[src/verilog/start_seq_pkg.sv]
// Shared constants for the motor start sequencer
package start_seq_pkg;
   // Register byte offsets
   localparam logic [7:0] CTRL_OFFSET = 8'h00;
   localparam logic [7:0] TIME_OFFSET = 8'h04;
   localparam logic [7:0] LIMIT_OFFSET = 8'h08;
   localparam logic [7:0] STATUS_OFFSET = 8'h0C;
   // Control register fields
   localparam int SPIN_DETECT_BIT = 0;
   localparam int RESYNC_BIT = 1;
   localparam int STANDSTILL_BRAKE_BIT = 2;
   localparam int REVERSE_BIT = 3;
   localparam int COAST_BIT = 4;
   localparam int BRAKE_BIT = 5;
   localparam int BRAKE_SIDE_BIT = 6;
   localparam int SLEEP_SEL_BIT = 7;
   localparam int STARTUP_LSB = 8;
   localparam int LOAD_DONE_BIT = 10;
   localparam logic [31:0] CTRL_RESET = 32'h0000_0001;
   // Time register: three 8-bit durations in units of PWM cycles
   localparam int COAST_LSB = 0;
   localparam int BRAKE_LSB = 8;
   localparam int SBRAKE_LSB = 16;
   localparam logic [31:0] TIME_RESET = 32'h0010_1010;
   // Limit register: three 10-bit back-EMF thresholds
   localparam int STANDSTILL_LSB = 0;
   localparam int TACH_LSB = 10;
   localparam int RESYNC_LSB = 20;
   localparam logic [31:0] LIMIT_RESET = 32'h0640_0805;
   // Coast timeout in PWM cycles
   localparam logic [17:0] COAST_TIMEOUT = 18'h30D40;
   // Startup methods
   localparam logic [1:0] SU_ALIGN = 2'h0;
   localparam logic [1:0] SU_DOUBLE = 2'h1;
   localparam logic [1:0] SU_IPD = 2'h2;
   localparam logic [1:0] SU_SLOW = 2'h3;
   // Gate patterns {hs_c,hs_b,hs_a,ls_c,ls_b,ls_a}
   localparam logic [5:0] GATE_OFF = 6'h00;
   localparam logic [5:0] GATE_LOW = 6'h07;
   localparam logic [5:0] GATE_HIGH = 6'h38;
   // Sequencer states, one-hot
   typedef enum logic [15:0] {
      S_POWER_ON = 16'h0001,
      S_SLEEP = 16'h0002,
      S_SPIN_EN = 16'h0004,
      S_STILL1 = 16'h0008,
      S_DIR = 16'h0010,
      S_RESYNC_ENABLE = 16'h0020,
      S_RESYNC_THR = 16'h0040,
      S_STILL2 = 16'h0080,
      S_COAST_TMO = 16'h0100,
      S_SBRAKE_EN = 16'h0200,
      S_SBRAKE = 16'h0400,
      S_REV_CL = 16'h0800,
      S_REV_OL = 16'h1000,
      S_COAST = 16'h2000,
      S_BRAKE = 16'h4000,
      S_RUN = 16'h8000
   } seq_state_t;
   // Run sub-phase reported in status
   typedef enum logic [1:0] {
      R_NONE = 2'h0,
      R_STARTUP = 2'h1,
      R_OPEN_LOOP = 2'h2,
      R_CLOSED_LOOP = 2'h3
   } run_phase_t;
endpackage

[src/verilog/motor_start_sequencer.sv]
// Motor start sequence state machine with APB configuration
// Behaviour
// RULE1: Wait in power-on until parameters are loaded before driving.
// RULE2: Reference zero holds sleep/standby; mode select picks sleep or standby.
// RULE3: Nonzero reference leaves sleep and checks spin-detect enable.
// RULE4: Spin detect enabled runs standstill test, else brake-enable decision.
// RULE5: Back-EMF under standstill or tach limit means stationary, else direction.
// RULE6: Forward spin goes to resync check, reverse spin to reverse drive check.
// RULE7: Resync enabled tests back-EMF floor, else coast decision.
// RULE8: Back-EMF above resync floor loads speed/position, enters closed loop.
// RULE9: Second standstill test: high back-EMF coasts, low goes to standstill brake check.
// RULE10: Coast timeout counts PWM cycles, exits on low back-EMF or 200000 cycles.
// RULE11: Standstill brake enabled runs it, else motor start-up.
// RULE12: Standstill brake turns on three low sides for its duration.
// RULE13: Reverse drive enabled checks reverse speed, else coast decision.
// RULE14: Stay reverse closed-loop decel while speed above minimum-duty speed.
// RULE15: Open-loop decel to zero, flip direction, open-loop accelerate.
// RULE16: Coast enabled runs coast routine, else brake decision.
// RULE17: Coast turns all six transistors off for coast duration.
// RULE18: Brake enabled runs brake routine, else motor start-up.
// RULE19: Brake turns on high or low sides per side select for duration.
// RULE20: Closed loop commutates by zero-cross or back-EMF integration.
// RULE21: Start-up method: align, double align, position detect, slow cycle.
// RULE22: Spin detection senses phase voltages for speed, position, direction.
// RULE23: Estimates are registered inputs; each decision takes one clock.
module motor_start_sequencer (
   input wire logic pclk,
   input wire logic presetn,
   input wire logic psel,
   input wire logic penable,
   input wire logic pwrite,
   input wire logic [7:0] paddr,
   input wire logic [31:0] pwdata,
   output logic [31:0] prdata,
   output logic pready,
   output logic pslverr,
   input wire logic [15:0] speed_reference,
   input wire logic [15:0] pwm_period,
   input wire logic [9:0] bemf_level,
   input wire logic [15:0] spin_speed,
   input wire logic [2:0] spin_position,
   input wire logic spin_reverse,
   input wire logic [15:0] min_duty_speed,
   input wire logic command_reverse,
   input wire logic zero_cross_mode,
   input wire logic startup_done,
   output logic [5:0] gate_pattern,
   output logic gate_override,
   output logic sleep_request,
   output logic standby_request,
   output logic spin_detect_start,
   output logic startup_start,
   output logic [1:0] startup_method,
   output logic open_loop_start,
   output logic closed_loop_run,
   output logic commutation_zero_cross,
   output logic resync_load,
   output logic [15:0] resync_speed,
   output logic [2:0] resync_position,
   output logic drive_reverse,
   output logic reverse_closed_decel,
   output logic reverse_open_decel
);
   start_seq_pkg::seq_state_t state;
   start_seq_pkg::seq_state_t next_state;
   logic [31:0] ctrl;
   logic [31:0] times;
   logic [31:0] limits;
   logic [31:0] status;
   logic tick;
   logic [17:0] pwm_count;
   logic [15:0] ref_q;
   logic [9:0] bemf_q;
   logic [15:0] speed_q;
   logic [2:0] pos_q;
   logic rev_q;
   logic ref_nonzero;
   logic below_still;
   logic below_tach;
   logic above_resync;
   logic timed_state;
   logic [17:0] duration;
   logic timer_done;
   logic spin_enable;
   logic resync_enable;
   logic standstill_brake_enable;
   logic reverse_drive_enable;
   logic coast_enable;
   logic brake_enable;
   logic brake_side_select;
   logic sleep_standby_select;
   logic load_done;
   logic [1:0] startup_method_select;
   logic [7:0] coast_duration;
   logic [7:0] brake_duration;
   logic [7:0] standstill_brake_duration;
   logic [9:0] standstill_bemf_limit;
   logic [9:0] tach_bemf_limit;
   logic [9:0] resync_bemf_floor;
   start_seq_pkg::run_phase_t run_phase;
   logic [5:0] next_gate;

   apb_regs regs (
      .pclk(pclk),
      .presetn(presetn),
      .psel(psel),
      .penable(penable),
      .pwrite(pwrite),
      .paddr(paddr),
      .pwdata(pwdata),
      .prdata(prdata),
      .pready(pready),
      .pslverr(pslverr),
      .status(status),
      .ctrl(ctrl),
      .times(times),
      .limits(limits)
   );

   pwm_tick divider (
      .pclk(pclk),
      .presetn(presetn),
      .period(pwm_period),
      .tick(tick)
   );

   // Configuration fields
   assign spin_enable = ctrl[start_seq_pkg::SPIN_DETECT_BIT];
   assign resync_enable = ctrl[start_seq_pkg::RESYNC_BIT];
   assign standstill_brake_enable = ctrl[start_seq_pkg::STANDSTILL_BRAKE_BIT];
   assign reverse_drive_enable = ctrl[start_seq_pkg::REVERSE_BIT];
   assign coast_enable = ctrl[start_seq_pkg::COAST_BIT];
   assign brake_enable = ctrl[start_seq_pkg::BRAKE_BIT];
   assign brake_side_select = ctrl[start_seq_pkg::BRAKE_SIDE_BIT];
   assign sleep_standby_select = ctrl[start_seq_pkg::SLEEP_SEL_BIT];
   assign load_done = ctrl[start_seq_pkg::LOAD_DONE_BIT];
   assign startup_method_select = ctrl[start_seq_pkg::STARTUP_LSB +: 2];
   assign coast_duration = times[start_seq_pkg::COAST_LSB +: 8];
   assign brake_duration = times[start_seq_pkg::BRAKE_LSB +: 8];
   assign standstill_brake_duration = times[start_seq_pkg::SBRAKE_LSB +: 8];
   assign standstill_bemf_limit = limits[start_seq_pkg::STANDSTILL_LSB +: 10];
   assign tach_bemf_limit = limits[start_seq_pkg::TACH_LSB +: 10];
   assign resync_bemf_floor = limits[start_seq_pkg::RESYNC_LSB +: 10];

   // Estimates are taken into local flops so every decision sees one sample
   always_ff @(posedge pclk or negedge presetn) begin
      if (!presetn) begin
         ref_q <= 16'h0000;
         bemf_q <= 10'h000;
         speed_q <= 16'h0000;
         pos_q <= 3'h0;
         rev_q <= 1'b0;
      end else begin
         ref_q <= speed_reference; // RULE23
         bemf_q <= bemf_level; // RULE22
         speed_q <= spin_speed;
         pos_q <= spin_position;
         rev_q <= spin_reverse;
      end
   end

   // Threshold comparisons
   assign ref_nonzero = (ref_q != 16'h0000);
   assign below_still = (bemf_q < standstill_bemf_limit);
   assign below_tach = (bemf_q < tach_bemf_limit);
   assign above_resync = (bemf_q > resync_bemf_floor);

   // Duration of the current timed state in PWM cycles
   assign timed_state = (state == start_seq_pkg::S_COAST_TMO) ||
      (state == start_seq_pkg::S_SBRAKE) || (state == start_seq_pkg::S_COAST) ||
      (state == start_seq_pkg::S_BRAKE);
   assign duration = (state == start_seq_pkg::S_COAST_TMO) ? start_seq_pkg::COAST_TIMEOUT :
      (state == start_seq_pkg::S_SBRAKE) ? {10'h000, standstill_brake_duration} :
      (state == start_seq_pkg::S_COAST) ? {10'h000, coast_duration} :
      {10'h000, brake_duration};
   assign timer_done = tick && (pwm_count >= duration - 18'h00001);

   // PWM cycle counter, cleared on every state change
   always_ff @(posedge pclk or negedge presetn) begin
      if (!presetn) begin
         pwm_count <= 18'h00000;
      end else if (next_state != state || !timed_state) begin
         pwm_count <= 18'h00000;
      end else if (tick) begin
         pwm_count <= pwm_count + 18'h00001; // RULE10
      end
   end

   // Next-state decisions, one clock each
   always_comb begin
      next_state = state;
      unique case (state)
         start_seq_pkg::S_POWER_ON: begin
            if (load_done) next_state = start_seq_pkg::S_SLEEP; // RULE1
         end
         start_seq_pkg::S_SLEEP: begin
            if (ref_nonzero) next_state = start_seq_pkg::S_SPIN_EN; // RULE3
         end
         start_seq_pkg::S_SPIN_EN: begin
            next_state = spin_enable ? start_seq_pkg::S_STILL1 :
               start_seq_pkg::S_BRAKE; // RULE4
            if (!spin_enable && !brake_enable) next_state = start_seq_pkg::S_RUN;
         end
         start_seq_pkg::S_STILL1: begin
            next_state = (below_still || below_tach) ? start_seq_pkg::S_STILL2 :
               start_seq_pkg::S_DIR; // RULE5
         end
         start_seq_pkg::S_DIR: begin
            next_state = (rev_q != command_reverse) ? start_seq_pkg::S_REV_CL :
               start_seq_pkg::S_RESYNC_ENABLE; // RULE6
            if (rev_q != command_reverse && !reverse_drive_enable) begin
               next_state = coast_enable ? start_seq_pkg::S_COAST :
                  brake_enable ? start_seq_pkg::S_BRAKE : start_seq_pkg::S_RUN; // RULE13
            end
         end
         start_seq_pkg::S_RESYNC_ENABLE: begin
            if (resync_enable) begin
               next_state = start_seq_pkg::S_RESYNC_THR; // RULE7
            end else begin
               next_state = coast_enable ? start_seq_pkg::S_COAST :
                  brake_enable ? start_seq_pkg::S_BRAKE : start_seq_pkg::S_RUN; // RULE16
            end
         end
         start_seq_pkg::S_RESYNC_THR: begin
            next_state = above_resync ? start_seq_pkg::S_RUN :
               start_seq_pkg::S_STILL2; // RULE8
         end
         start_seq_pkg::S_STILL2: begin
            next_state = below_still ? start_seq_pkg::S_SBRAKE_EN :
               start_seq_pkg::S_COAST_TMO; // RULE9
         end
         start_seq_pkg::S_COAST_TMO: begin
            if (below_still || timer_done) next_state = start_seq_pkg::S_SBRAKE_EN; // RULE10
         end
         start_seq_pkg::S_SBRAKE_EN: begin
            next_state = standstill_brake_enable ? start_seq_pkg::S_SBRAKE :
               start_seq_pkg::S_RUN; // RULE11
         end
         start_seq_pkg::S_SBRAKE: begin
            if (timer_done) next_state = start_seq_pkg::S_RUN; // RULE12
         end
         start_seq_pkg::S_REV_CL: begin
            if (speed_q < min_duty_speed) next_state = start_seq_pkg::S_REV_OL; // RULE14
         end
         start_seq_pkg::S_REV_OL: begin
            if (speed_q == 16'h0000) next_state = start_seq_pkg::S_RUN; // RULE15
         end
         start_seq_pkg::S_COAST: begin
            if (timer_done) begin
               next_state = brake_enable ? start_seq_pkg::S_BRAKE :
                  start_seq_pkg::S_RUN; // RULE18
            end
         end
         start_seq_pkg::S_BRAKE: begin
            if (timer_done) next_state = start_seq_pkg::S_RUN;
         end
         start_seq_pkg::S_RUN: begin
            if (!ref_nonzero) next_state = start_seq_pkg::S_SLEEP; // RULE2
         end
         default: next_state = start_seq_pkg::S_POWER_ON;
      endcase
   end

   // Gate override pattern for the timed routines
   assign next_gate = (next_state == start_seq_pkg::S_SBRAKE) ? start_seq_pkg::GATE_LOW :
      (next_state == start_seq_pkg::S_BRAKE) ?
      (brake_side_select ? start_seq_pkg::GATE_HIGH : start_seq_pkg::GATE_LOW) :
      start_seq_pkg::GATE_OFF;

   // State, gate and handoff flops
   always_ff @(posedge pclk or negedge presetn) begin
      if (!presetn) begin
         state <= start_seq_pkg::S_POWER_ON;
         gate_pattern <= start_seq_pkg::GATE_OFF;
         gate_override <= 1'b1;
      end else begin
         state <= next_state;
         gate_pattern <= next_gate; // RULE12 RULE17 RULE19
         gate_override <= (next_state != start_seq_pkg::S_RUN) &&
            (next_state != start_seq_pkg::S_REV_CL) && (next_state != start_seq_pkg::S_REV_OL);
      end
   end

   // Run phase: resync jumps straight to closed loop, reverse decel to open loop, others through start-up
   always_ff @(posedge pclk or negedge presetn) begin
      if (!presetn) begin
         run_phase <= start_seq_pkg::R_NONE;
         resync_load <= 1'b0;
         resync_speed <= 16'h0000;
         resync_position <= 3'h0;
         startup_start <= 1'b0;
         open_loop_start <= 1'b0;
         drive_reverse <= 1'b0;
      end else begin
         resync_load <= 1'b0;
         startup_start <= 1'b0;
         open_loop_start <= 1'b0;
         if (state == start_seq_pkg::S_RESYNC_THR && next_state == start_seq_pkg::S_RUN) begin
            resync_load <= 1'b1; // RULE8
            resync_speed <= speed_q;
            resync_position <= pos_q;
            run_phase <= start_seq_pkg::R_CLOSED_LOOP;
         end else if (state == start_seq_pkg::S_REV_OL && next_state == start_seq_pkg::S_RUN) begin
            drive_reverse <= command_reverse; // RULE15
            open_loop_start <= 1'b1;
            run_phase <= start_seq_pkg::R_OPEN_LOOP;
         end else if (state != start_seq_pkg::S_RUN && next_state == start_seq_pkg::S_RUN) begin
            drive_reverse <= command_reverse;
            startup_start <= 1'b1; // RULE21
            run_phase <= start_seq_pkg::R_STARTUP;
         end else if (state == start_seq_pkg::S_RUN && run_phase != start_seq_pkg::R_CLOSED_LOOP
               && startup_done) begin
            run_phase <= start_seq_pkg::R_CLOSED_LOOP;
         end else if (next_state == start_seq_pkg::S_REV_CL && state == start_seq_pkg::S_DIR) begin
            drive_reverse <= rev_q; // Synchronise with reverse spin
         end
         if (next_state == start_seq_pkg::S_SLEEP) run_phase <= start_seq_pkg::R_NONE;
      end
   end

   // Handoff outputs
   assign startup_method = startup_method_select; // RULE21
   assign closed_loop_run = (state == start_seq_pkg::S_RUN) &&
      (run_phase == start_seq_pkg::R_CLOSED_LOOP); // RULE20
   assign commutation_zero_cross = zero_cross_mode; // RULE20
   assign sleep_request = (state == start_seq_pkg::S_SLEEP) && !sleep_standby_select; // RULE2
   assign standby_request = (state == start_seq_pkg::S_SLEEP) && sleep_standby_select;
   assign spin_detect_start = (state == start_seq_pkg::S_SPIN_EN) && spin_enable;
   assign reverse_closed_decel = (state == start_seq_pkg::S_REV_CL); // RULE14
   assign reverse_open_decel = (state == start_seq_pkg::S_REV_OL);
   assign status = {12'h000, run_phase, pwm_count[1:0], state};

   // Assertions
   a_power_wait: assert property (@(posedge pclk) disable iff (!presetn) // RULE1
      (state == start_seq_pkg::S_POWER_ON && !load_done) |=> state == start_seq_pkg::S_POWER_ON)
      else $error("left power-on before load");
   a_sleep_hold: assert property (@(posedge pclk) disable iff (!presetn) // RULE2
      (state == start_seq_pkg::S_SLEEP && !ref_nonzero) |=> state == start_seq_pkg::S_SLEEP)
      else $error("left sleep with zero reference");
   a_spin_branch: assert property (@(posedge pclk) disable iff (!presetn) // RULE4
      (state == start_seq_pkg::S_SPIN_EN && spin_enable) |=> state == start_seq_pkg::S_STILL1)
      else $error("spin detect not entered");
   a_still_test: assert property (@(posedge pclk) disable iff (!presetn) // RULE5
      (state == start_seq_pkg::S_STILL1 && !below_still && !below_tach)
      |=> state == start_seq_pkg::S_DIR)
      else $error("spinning motor not sent to direction");
   a_resync_load: assert property (@(posedge pclk) disable iff (!presetn) // RULE8
      (state == start_seq_pkg::S_RESYNC_THR && above_resync)
      |=> resync_load && resync_speed == $past(speed_q) && closed_loop_run)
      else $error("resync handoff wrong");
   a_coast_limit: assert property (@(posedge pclk) disable iff (!presetn) // RULE10
      state == start_seq_pkg::S_COAST_TMO |-> pwm_count < start_seq_pkg::COAST_TIMEOUT)
      else $error("coast timeout overrun");
   a_sbrake_gate: assert property (@(posedge pclk) disable iff (!presetn) // RULE12
      state == start_seq_pkg::S_SBRAKE |-> gate_pattern == start_seq_pkg::GATE_LOW)
      else $error("standstill brake gates wrong");
   a_coast_gate: assert property (@(posedge pclk) disable iff (!presetn) // RULE17
      state == start_seq_pkg::S_COAST |-> gate_pattern == start_seq_pkg::GATE_OFF && gate_override)
      else $error("coast gates not off");
   a_brake_side: assert property (@(posedge pclk) disable iff (!presetn) // RULE19
      (state == start_seq_pkg::S_BRAKE && $stable(brake_side_select) && brake_side_select)
      |-> gate_pattern == start_seq_pkg::GATE_HIGH)
      else $error("brake side wrong");
endmodule

[src/verilog/pwm_tick.sv]
// Output PWM period divider giving a one-cycle tick
module pwm_tick (
   input wire logic pclk,
   input wire logic presetn,
   input wire logic [15:0] period,
   output logic tick
);
   logic [15:0] count;
   assign tick = (count == 16'h0000);
   // Reload at terminal count; a zero period ticks every cycle
   always_ff @(posedge pclk or negedge presetn) begin
      if (!presetn) begin
         count <= 16'h0000;
      end else if (tick) begin
         count <= period;
      end else begin
         count <= count - 16'h0001;
      end
   end
endmodule

[src/verilog/apb_regs.sv]
// APB slave holding the sequencer configuration and status
module apb_regs (
   input wire logic pclk,
   input wire logic presetn,
   input wire logic psel,
   input wire logic penable,
   input wire logic pwrite,
   input wire logic [7:0] paddr,
   input wire logic [31:0] pwdata,
   output logic [31:0] prdata,
   output logic pready,
   output logic pslverr,
   input wire logic [31:0] status,
   output logic [31:0] ctrl,
   output logic [31:0] times,
   output logic [31:0] limits
);
   logic hit_ctrl;
   logic hit_time;
   logic hit_limit;
   logic hit_status;
   logic mapped;
   logic wr;
   // Address decode
   assign hit_ctrl = (paddr == start_seq_pkg::CTRL_OFFSET);
   assign hit_time = (paddr == start_seq_pkg::TIME_OFFSET);
   assign hit_limit = (paddr == start_seq_pkg::LIMIT_OFFSET);
   assign hit_status = (paddr == start_seq_pkg::STATUS_OFFSET);
   assign mapped = hit_ctrl | hit_time | hit_limit | hit_status;
   assign wr = psel & penable & pwrite;
   // Zero wait states; unmapped access errors
   assign pready = 1'b1;
   assign pslverr = psel & penable & ~mapped;
   assign prdata = hit_ctrl ? ctrl : hit_time ? times : hit_limit ? limits :
      hit_status ? status : 32'h0000_0000;
   // Writable configuration
   always_ff @(posedge pclk or negedge presetn) begin
      if (!presetn) begin
         ctrl <= start_seq_pkg::CTRL_RESET;
         times <= start_seq_pkg::TIME_RESET;
         limits <= start_seq_pkg::LIMIT_RESET;
      end else if (wr) begin
         if (hit_ctrl) ctrl <= pwdata;
         if (hit_time) times <= pwdata;
         if (hit_limit) limits <= pwdata;
      end
   end
endmodule

[config.mk]
export PLATFORM = sky130hd
export DESIGN_NAME = motor_start_sequencer
export DESIGN_NICKNAME = d
export VERILOG_FILES = /design/src/verilog/start_seq_pkg.sv /design/src/verilog/motor_start_sequencer.sv /design/src/verilog/pwm_tick.sv /design/src/verilog/apb_regs.sv
export SDC_FILE = /design/constraint.sdc
export NUM_CORES = 1
export LEC_CHECK = 0
export BUFFER_PORTS_ARGS = -buffer_cell sky130_fd_sc_hd__buf_2
export CORE_AREA = 2 2 173 175
export DETAILED_ROUTE_END_ITERATION = 16
export DIE_AREA = 0 0 175 177
export GPL_ROUTABILITY_DRIVEN = 1
export GPL_TIMING_DRIVEN = 0
export PLACE_DENSITY = 0.69
export SYNTH_ARGS = -nofsm -noshare
export SYNTH_HDL_FRONTEND = slang
export SYNTH_SLANG_ARGS = --single-unit
[constraint.sdc]
create_clock -name pclk -period 16 [get_ports pclk]
set_input_delay 1.6 -clock pclk [delete_from_list [all_inputs] [get_ports pclk]]
set_output_delay 1.6 -clock pclk [all_outputs]
set_load 0.005 [all_outputs]
# ---- Word-level counts from Yosys, hierarchy flattened
# Index checks and enable logic that the tools add are counted.
dict set report op_classes {
  bitwise_logic 8
  n_eq_ne 33
  mux 48
  n_shift 0
  n_div 0
  add_sub_neg 3
  reduce_logical 38
  magnitude_cmp 5
  n_mul 0
}
# operator n
set ops {}
lappend ops {{16-bit 2-to-1 mux} 16}
lappend ops {{16-bit case mux with 15 select lines} 1}
lappend ops {{32-bit 2-to-1 mux} 3}
lappend ops {{18-bit 2-to-1 mux} 3}
lappend ops {{16-bit by 11-bit equality test with 1-bit output (second input constant)} 2}
lappend ops {{16-bit by 12-bit equality test with 1-bit output (second input constant)} 2}
lappend ops {{16-bit by 15-bit equality test with 1-bit output (second input constant)} 2}
lappend ops {{16-bit equality test (second input constant)} 2}
lappend ops {{16-bit by 2-bit equality test with 1-bit output (second input constant)} 2}
lappend ops {{16-bit logical NOT} 2}
lappend ops {{16-bit != test (second input constant)} 2}
lappend ops {{8-bit 2-to-1 mux} 3}
lappend ops {{10-bit < comparator} 2}
lappend ops {{20-bit 2-to-1 mux} 1}
lappend ops {{18-bit by 1-bit adder with 18-bit output (second input constant)} 1}
lappend ops {{18-bit >= comparator} 1}
lappend ops {{6-bit 2-to-1 mux} 3}
lappend ops {{18-bit by 1-bit subtractor with 18-bit output (second input constant)} 1}
lappend ops {{16-bit by 1-bit equality test with 1-bit output (second input constant)} 1}
lappend ops {{16-bit by 10-bit equality test with 1-bit output (second input constant)} 1}
lappend ops {{16-bit by 13-bit equality test with 1-bit output (second input constant)} 1}
lappend ops {{16-bit by 14-bit equality test with 1-bit output (second input constant)} 1}
lappend ops {{16-bit by 3-bit equality test with 1-bit output (second input constant)} 1}
lappend ops {{16-bit by 4-bit equality test with 1-bit output (second input constant)} 1}
lappend ops {{36 further kinds} 80}
dict set report totals {
  reg_bits 224
  n_memories 0
  mem_bits_rw 0
  inputBits 126
  rom_bits 0
  latch_bits 0
}

# ---- Longest topological paths before layout
dict set report depth {
  ltp_word 16
  ltp_mapped 24
  mapped_depth_nobuf 20
}

# ---- Hierarchy
# From an unflattened synthesis, not the netlist that was laid out.
dict set report hier_totals {
  hier_cells 1088
  area_unflattened_um2 11997.8
}
# mod cells_each area_each_um2 instances
set by_module_without_submodules {}
lappend by_module_without_submodules {motor_start_sequencer 694 6397.4 1}
lappend by_module_without_submodules {apb_regs 292 4664.5 1}
lappend by_module_without_submodules {pwm_tick 102 935.9 1}

# ---- Worst setup path before layout
# No wires, ideal clock.
dict set report synth_path {
  path_kind {reg-to-reg}
  from {reg state[2]}
  to {reg gate_pattern[2]}
  path_stages_with_launch 22
  t_required_ps 15882
  path_slack_ps 10996
  path_buffers 3
  t_arrival_ps 4886
  cell_sequence {dfrtp_1 or4_1 or3_1 or3_1 buf_6 buf_4 nor2_2 a21oi_1 nor4_4 nand3_1 ha_1 inv_1 ha_1 nand4_1 o41a_1 o21ai_0 a21o_1 a32o_1 clkbuf_1 nand3_1 a32o_1 a21o_1}
}
dict set report synth_between {
  elab_chain_len 13
  elab_cells_between_ends 37
}
# item line
set synth_lines {}
lappend synth_lines {{start: declaration} motor_start_sequencer.sv:64} ;# start_seq_pkg::seq_state_t state;
lappend synth_lines {{start signal: assignment} motor_start_sequencer.sv:273} ;# state <= start_seq_pkg::S_POWER_ON;
lappend synth_lines {{start signal: assignment} motor_start_sequencer.sv:277} ;# state <= next_state;
lappend synth_lines {{16-bit by 14-bit equality test with 1-bit output} {motor_start_sequencer.sv:174, motor_start_sequencer.sv:192}}
lappend synth_lines {{8-bit 2-to-1 mux} motor_start_sequencer.sv:174} ;# (state == start_seq_pkg::S_COAST) ? {10'h000, coast_duration} :
lappend synth_lines {{8-bit 2-to-1 mux} motor_start_sequencer.sv:173} ;# (state == start_seq_pkg::S_SBRAKE) ? {10'h000, standstill_brake_duration} :
lappend synth_lines {{18-bit 2-to-1 mux} motor_start_sequencer.sv:172} ;# assign duration = (state == start_seq_pkg::S_COAST_TMO) ? start_seq_pkg::COAST_TIMEOUT :
lappend synth_lines {{18-bit by 1-bit subtractor with 18-bit output} motor_start_sequencer.sv:176} ;# assign timer_done = tick && (pwm_count >= duration - 18'h00001);
lappend synth_lines {{18-bit >= comparator} motor_start_sequencer.sv:176}
lappend synth_lines {{1-bit logical AND} motor_start_sequencer.sv:176}
lappend synth_lines {{1-bit logical OR} motor_start_sequencer.sv:233} ;# if (below_still || timer_done) next_state = start_seq_pkg::S_SBRAKE_EN;
lappend synth_lines {{16-bit 2-to-1 mux} motor_start_sequencer.sv:233}
lappend synth_lines {{16-bit case mux with 15 select lines *} motor_start_sequencer.sv:192} ;# unique case (state)
lappend synth_lines {{via next_state[10]} motor_start_sequencer.sv:65} ;# start_seq_pkg::seq_state_t next_state;
lappend synth_lines {{16-bit by 15-bit equality test with 1-bit output} motor_start_sequencer.sv:266} ;# (next_state == start_seq_pkg::S_BRAKE) ?
lappend synth_lines {{6-bit 2-to-1 mux} motor_start_sequencer.sv:266}
lappend synth_lines {{6-bit 2-to-1 mux *} motor_start_sequencer.sv:265} ;# assign next_gate = (next_state == start_seq_pkg::S_SBRAKE) ? start_seq_pkg::GATE_LOW :
lappend synth_lines {{end signal: assignment} motor_start_sequencer.sv:274} ;# gate_pattern <= start_seq_pkg::GATE_OFF;
lappend synth_lines {{end signal: assignment} motor_start_sequencer.sv:278} ;# gate_pattern <= next_gate;
lappend synth_lines {{end: declaration} motor_start_sequencer.sv:47} ;# output logic [5:0] gate_pattern,
# Mark *: on every way through the listed nets, which the timed path passes. The rest lies on a longest branch.
# A chain may end at the register's enable or synchronous reset.

# ---- Final worst setup path
dict set report layout_path {
  from {reg state[8]}
  to {reg gate_pattern[2]}
}
# The elaborated chain is that of the path after synthesis.

==> key figures <==
STA
  – Fin Setup TNS: 0 ps
  – Fin Clk Skew: 17.9 ps
  – Tcrit/Tclk final: 38.0%
  – Final Setup Violations: 0
  – Endpoints failing hold: 0
  – Fin crit period: 6080 ps
  – Slew @ Worst Pin: 989 ps
  – Fin. max-slew vios: 0
  – Fmax achieved: 164 MHz
  – Unrepaired setup endpoints after global routing: false
  – Max_slew headroom: 33.5%

CTS
  – # hold bufs at CTS: 0
  – CTS max path bufs: 3
  – H-tree levels: 1
  – Clock latency on the worst-skew pair: ~520 ps
  – Reg clk slew, reported paths: 60 ps
  – Clock Tree Root: clkbuf_16
  – CTS tree: done
  – Sink Count: 220
  – Post-CTS setup buffer count: 0
  – Post_cts resized: 0
  – Num CTS Buffers: 24

Worst setup path
  – Data arrival, critical path: approximately 6500 ps
  – Critical path class: flop to flop
  – CP endpoint kind: flop
  – Reg-to-reg critical path startpoint: state[8]$_DFF_PN0_
  – Worst Setup Start Kind: flop
  – Worst-path maximum fanout: 10
  – CP startpoint: state[8]$_DFF_PN0_
  – Required @ worst endpoint: about 16000 ps

Synth
  – Cells after synthesis: between 1000 and 1500
  – Synth Register Bits: 220
  – Adder-cell share of the synthesized area: under 10%
  – Synth unique cells: 64
  – Commonest cells in the netlist: dfrtp_1, mux2_2, nor2_1
  – Largest family of logic cells by synthesized area: multiplexers
  – Synth Area in Simple Gates: ~14%
  – Net count after synthesis: 1229
  – Compound-Gate Fraction of Synth Area: approximately 7.4%
  – Ys flop type: dfrtp_1
  – XOR/XNOR Fraction of Synth Area: 2.37%
  – EDFF count, synth: 0
  – Synth top area share: 45.5%
  – Post-synth ARST share: between 90% and 100%
  – Yosys warns: 0
  – Count leader, synth: dfrtp_1
  – Mux share of post-synthesis cell area: 16.4%
  – Cell taking the most area after synthesis: dfrtp_1
  – Mean Syn Cell Area: 11.0 um^2
  – Largest cells by area after synthesis: dfrtp_1, mux2_2, ha_1
  – Sequential area share after synthesis: 48.3%
  – Mapped cell area: ~11000 um^2

Drt
  – Post-route ant nets: 0
  – Total number of vias: 8821
  – DRC viols: 0
  – Vias/cell: 5.29
  – Initial DRC Count: 621
  – Avg WL per Cell: 18.3 um
  – Routed WL: 30.5 mm
  – Pre-antenna DRT Iters: 5

Power and ir drop
  – VDD IR max: 76.3 uV
  – Leak Pwr: 6.94 nW
  – P_int: roughly 1.1 mW
  – Combinational Power Share: about a tenth
  – Clk pwr share: approximately 47%
  – Power density over the cells: 99.4 nW/um^2
  – Flop pwr share: a little over two fifths
  – Psw: about 330 uW
  – Switch share: 23.9%

Placed design
  – # port buffers: 194
  – Hpwl dp: 22.7 mm
  – Placer Congestion: 0.861
  – Number of cells after detailed placement: approximately 1600

Layout
  – Layout Cells excl Fill: 1668
  – Final core utilization: 47.5%
  – Layout cell share with drive strength beyond 1: 31.6%
  – Syn-to-layout area delta: 21.4%
  – Nets@finish: approximately 1500

Floorplanning
  – Placement row count: 63
  – Placeable Area: 29200 um^2
  – Starting Density: approximately two fifths
  – Width of the die: 175 um
  – # IOs: 199
  – Die Span Y: 177 um
  – Die area: 31000 um^2

Global route
  – GR Util met1: 25.3%
  – Met3 Track Usage GR: ~2.6%
  – GRT Total Usage: just under 20%
  – Vias in the first global route: 8804
  – Largest net degree at the start of global routing: 118
  – Antenna violations before repair: 1
  – Total gr overflow: 0
  – Met2 Usage GRT: 34.0%
  – Grt peak-use layer: met2
  – Global-route wire length before repair: 47.8 mm

Worst hold path
  – Min-delay src: pos_q[0]$_DFF_PN0_
  – Hold WC Path Type: flop to flop

Job
  – Max Cap Viol: 0

Run status
  – Status: complete, no violations
[final timing paths]
kind,cells after the start,end,slack [ps]
min reg2reg,2,resync_position[0]$_DFFE_PN0N_,450
max in group asynchronous,2,regs.limits[17]$_DFFE_PN0P_,13830
min in group asynchronous,1,resync_speed[10]$_DFFE_PN0N_,1140
max reg2reg,20,gate_pattern[2]$_DFF_PN0_,9920
min,2,resync_position[0]$_DFFE_PN0N_,450
max,20,gate_pattern[2]$_DFF_PN0_,9920
[cells in the final DEF (no fill, tap or decap), types with 19 or more instances in the layout]
cell type	n
dfrtp_1	208
mux2_2	110
nand2_1	75
clkbuf_1	24
nand3_1	22
and3_1	26
mux4_2	20
mux2i_1	19
nor2_1	103
o21ai_0	33
inv_1	59
clkbuf_16	25
a21oi_1	43
ha_1	65
buf_2	196
[state kept, by name, indices dropped and copies added, names as in the netlist]
signal	count
bemf_q	10
divider.count	16
drive_reverse	1
gate_override	1
gate_pattern	2
open_loop_start	1
pos_q	3
pwm_count	18
ref_q	16
regs.ctrl	32
regs.limits	32
regs.times	32
resync_load	1
resync_position	3
resync_speed	16
rev_q	1
run_phase	2
speed_q	16
startup_start	1
state	16
[cell families (layout without fill, tap and decap cells)]
family | count (synthesis) | count (layout)
buffers and inverters | 108 | 347
AOI/OAI and AO/OA | 135 | 135
muxes | 149 | 149
DFF | 220 | 220
adders and majority gates | 65 | 65
and+or+nand+nor | 329 | 329
other | 1 | 2
xor gates and xnor gates | 31 | 31
[power groups by stage]
stage	combinational, mW	sequential [mW]	clock (mW)
after global placement	0.128	0.612	0
after detailed placement	0.133	0.613	0
final	0.133	0.604	0.643
after floorplan	0.0820	0.606	0
after CTS	0.134	0.604	0.653
after global routing	0.152	0.606	0.676
[metrics by stage]
stage | power, mW | setup slack (ps) | cell area, um^2 | hold WS, ps
global placement | 0.739 | 9600 | 12900 | 422
CTS | 1.39 | 9990 | 13900 | 449
floorplan | 0.688 | 11000 | 11400 | 414
finish | 1.38 | 9920 | 13900 | 450
detailed placement | 0.746 | 10040 | 12900 | 434
global route | 1.43 | 9390 | 13900 | 485
[per-layer routing]
metal | vias up | wire length (um)
met5 | - | 0
met2 | 257 | 15200
met4 | 0 | 859
li1 | 4132 | -
met3 | 60 | 1460
met1 | 4372 | 13000
[worst max-delay path: stages, from the launching register on]
cell and delay, ps:
dfrtp_1 500, nor4_1 830, and4_1 300, buf_2 290, mux2i_1 260, a211oi_1 150, a21o_1 240, nor4_4 500
nand3_1 140, ha_1 300, inv_1 50, ha_1 280, nand4_1 120, o41a_1 430, o21ai_0 170, a21o_1 170
a32o_1 160, clkbuf_1 390, nand3_1 150, a32o_1 320, a21o_1 180
[cell type report]
class	count	area, um^2
repair buffers	195	1010
flip-flops and latches	220	5520
multi-input cells	710	5470
well taps	390	488
clock buffers	31	708
diodes	1	2.50
clock inverters	13	231
plain buffers	49	229
fillers	2627	15400
inverters	59	221
Note: power is estimated with default switching activity, not from simulation.
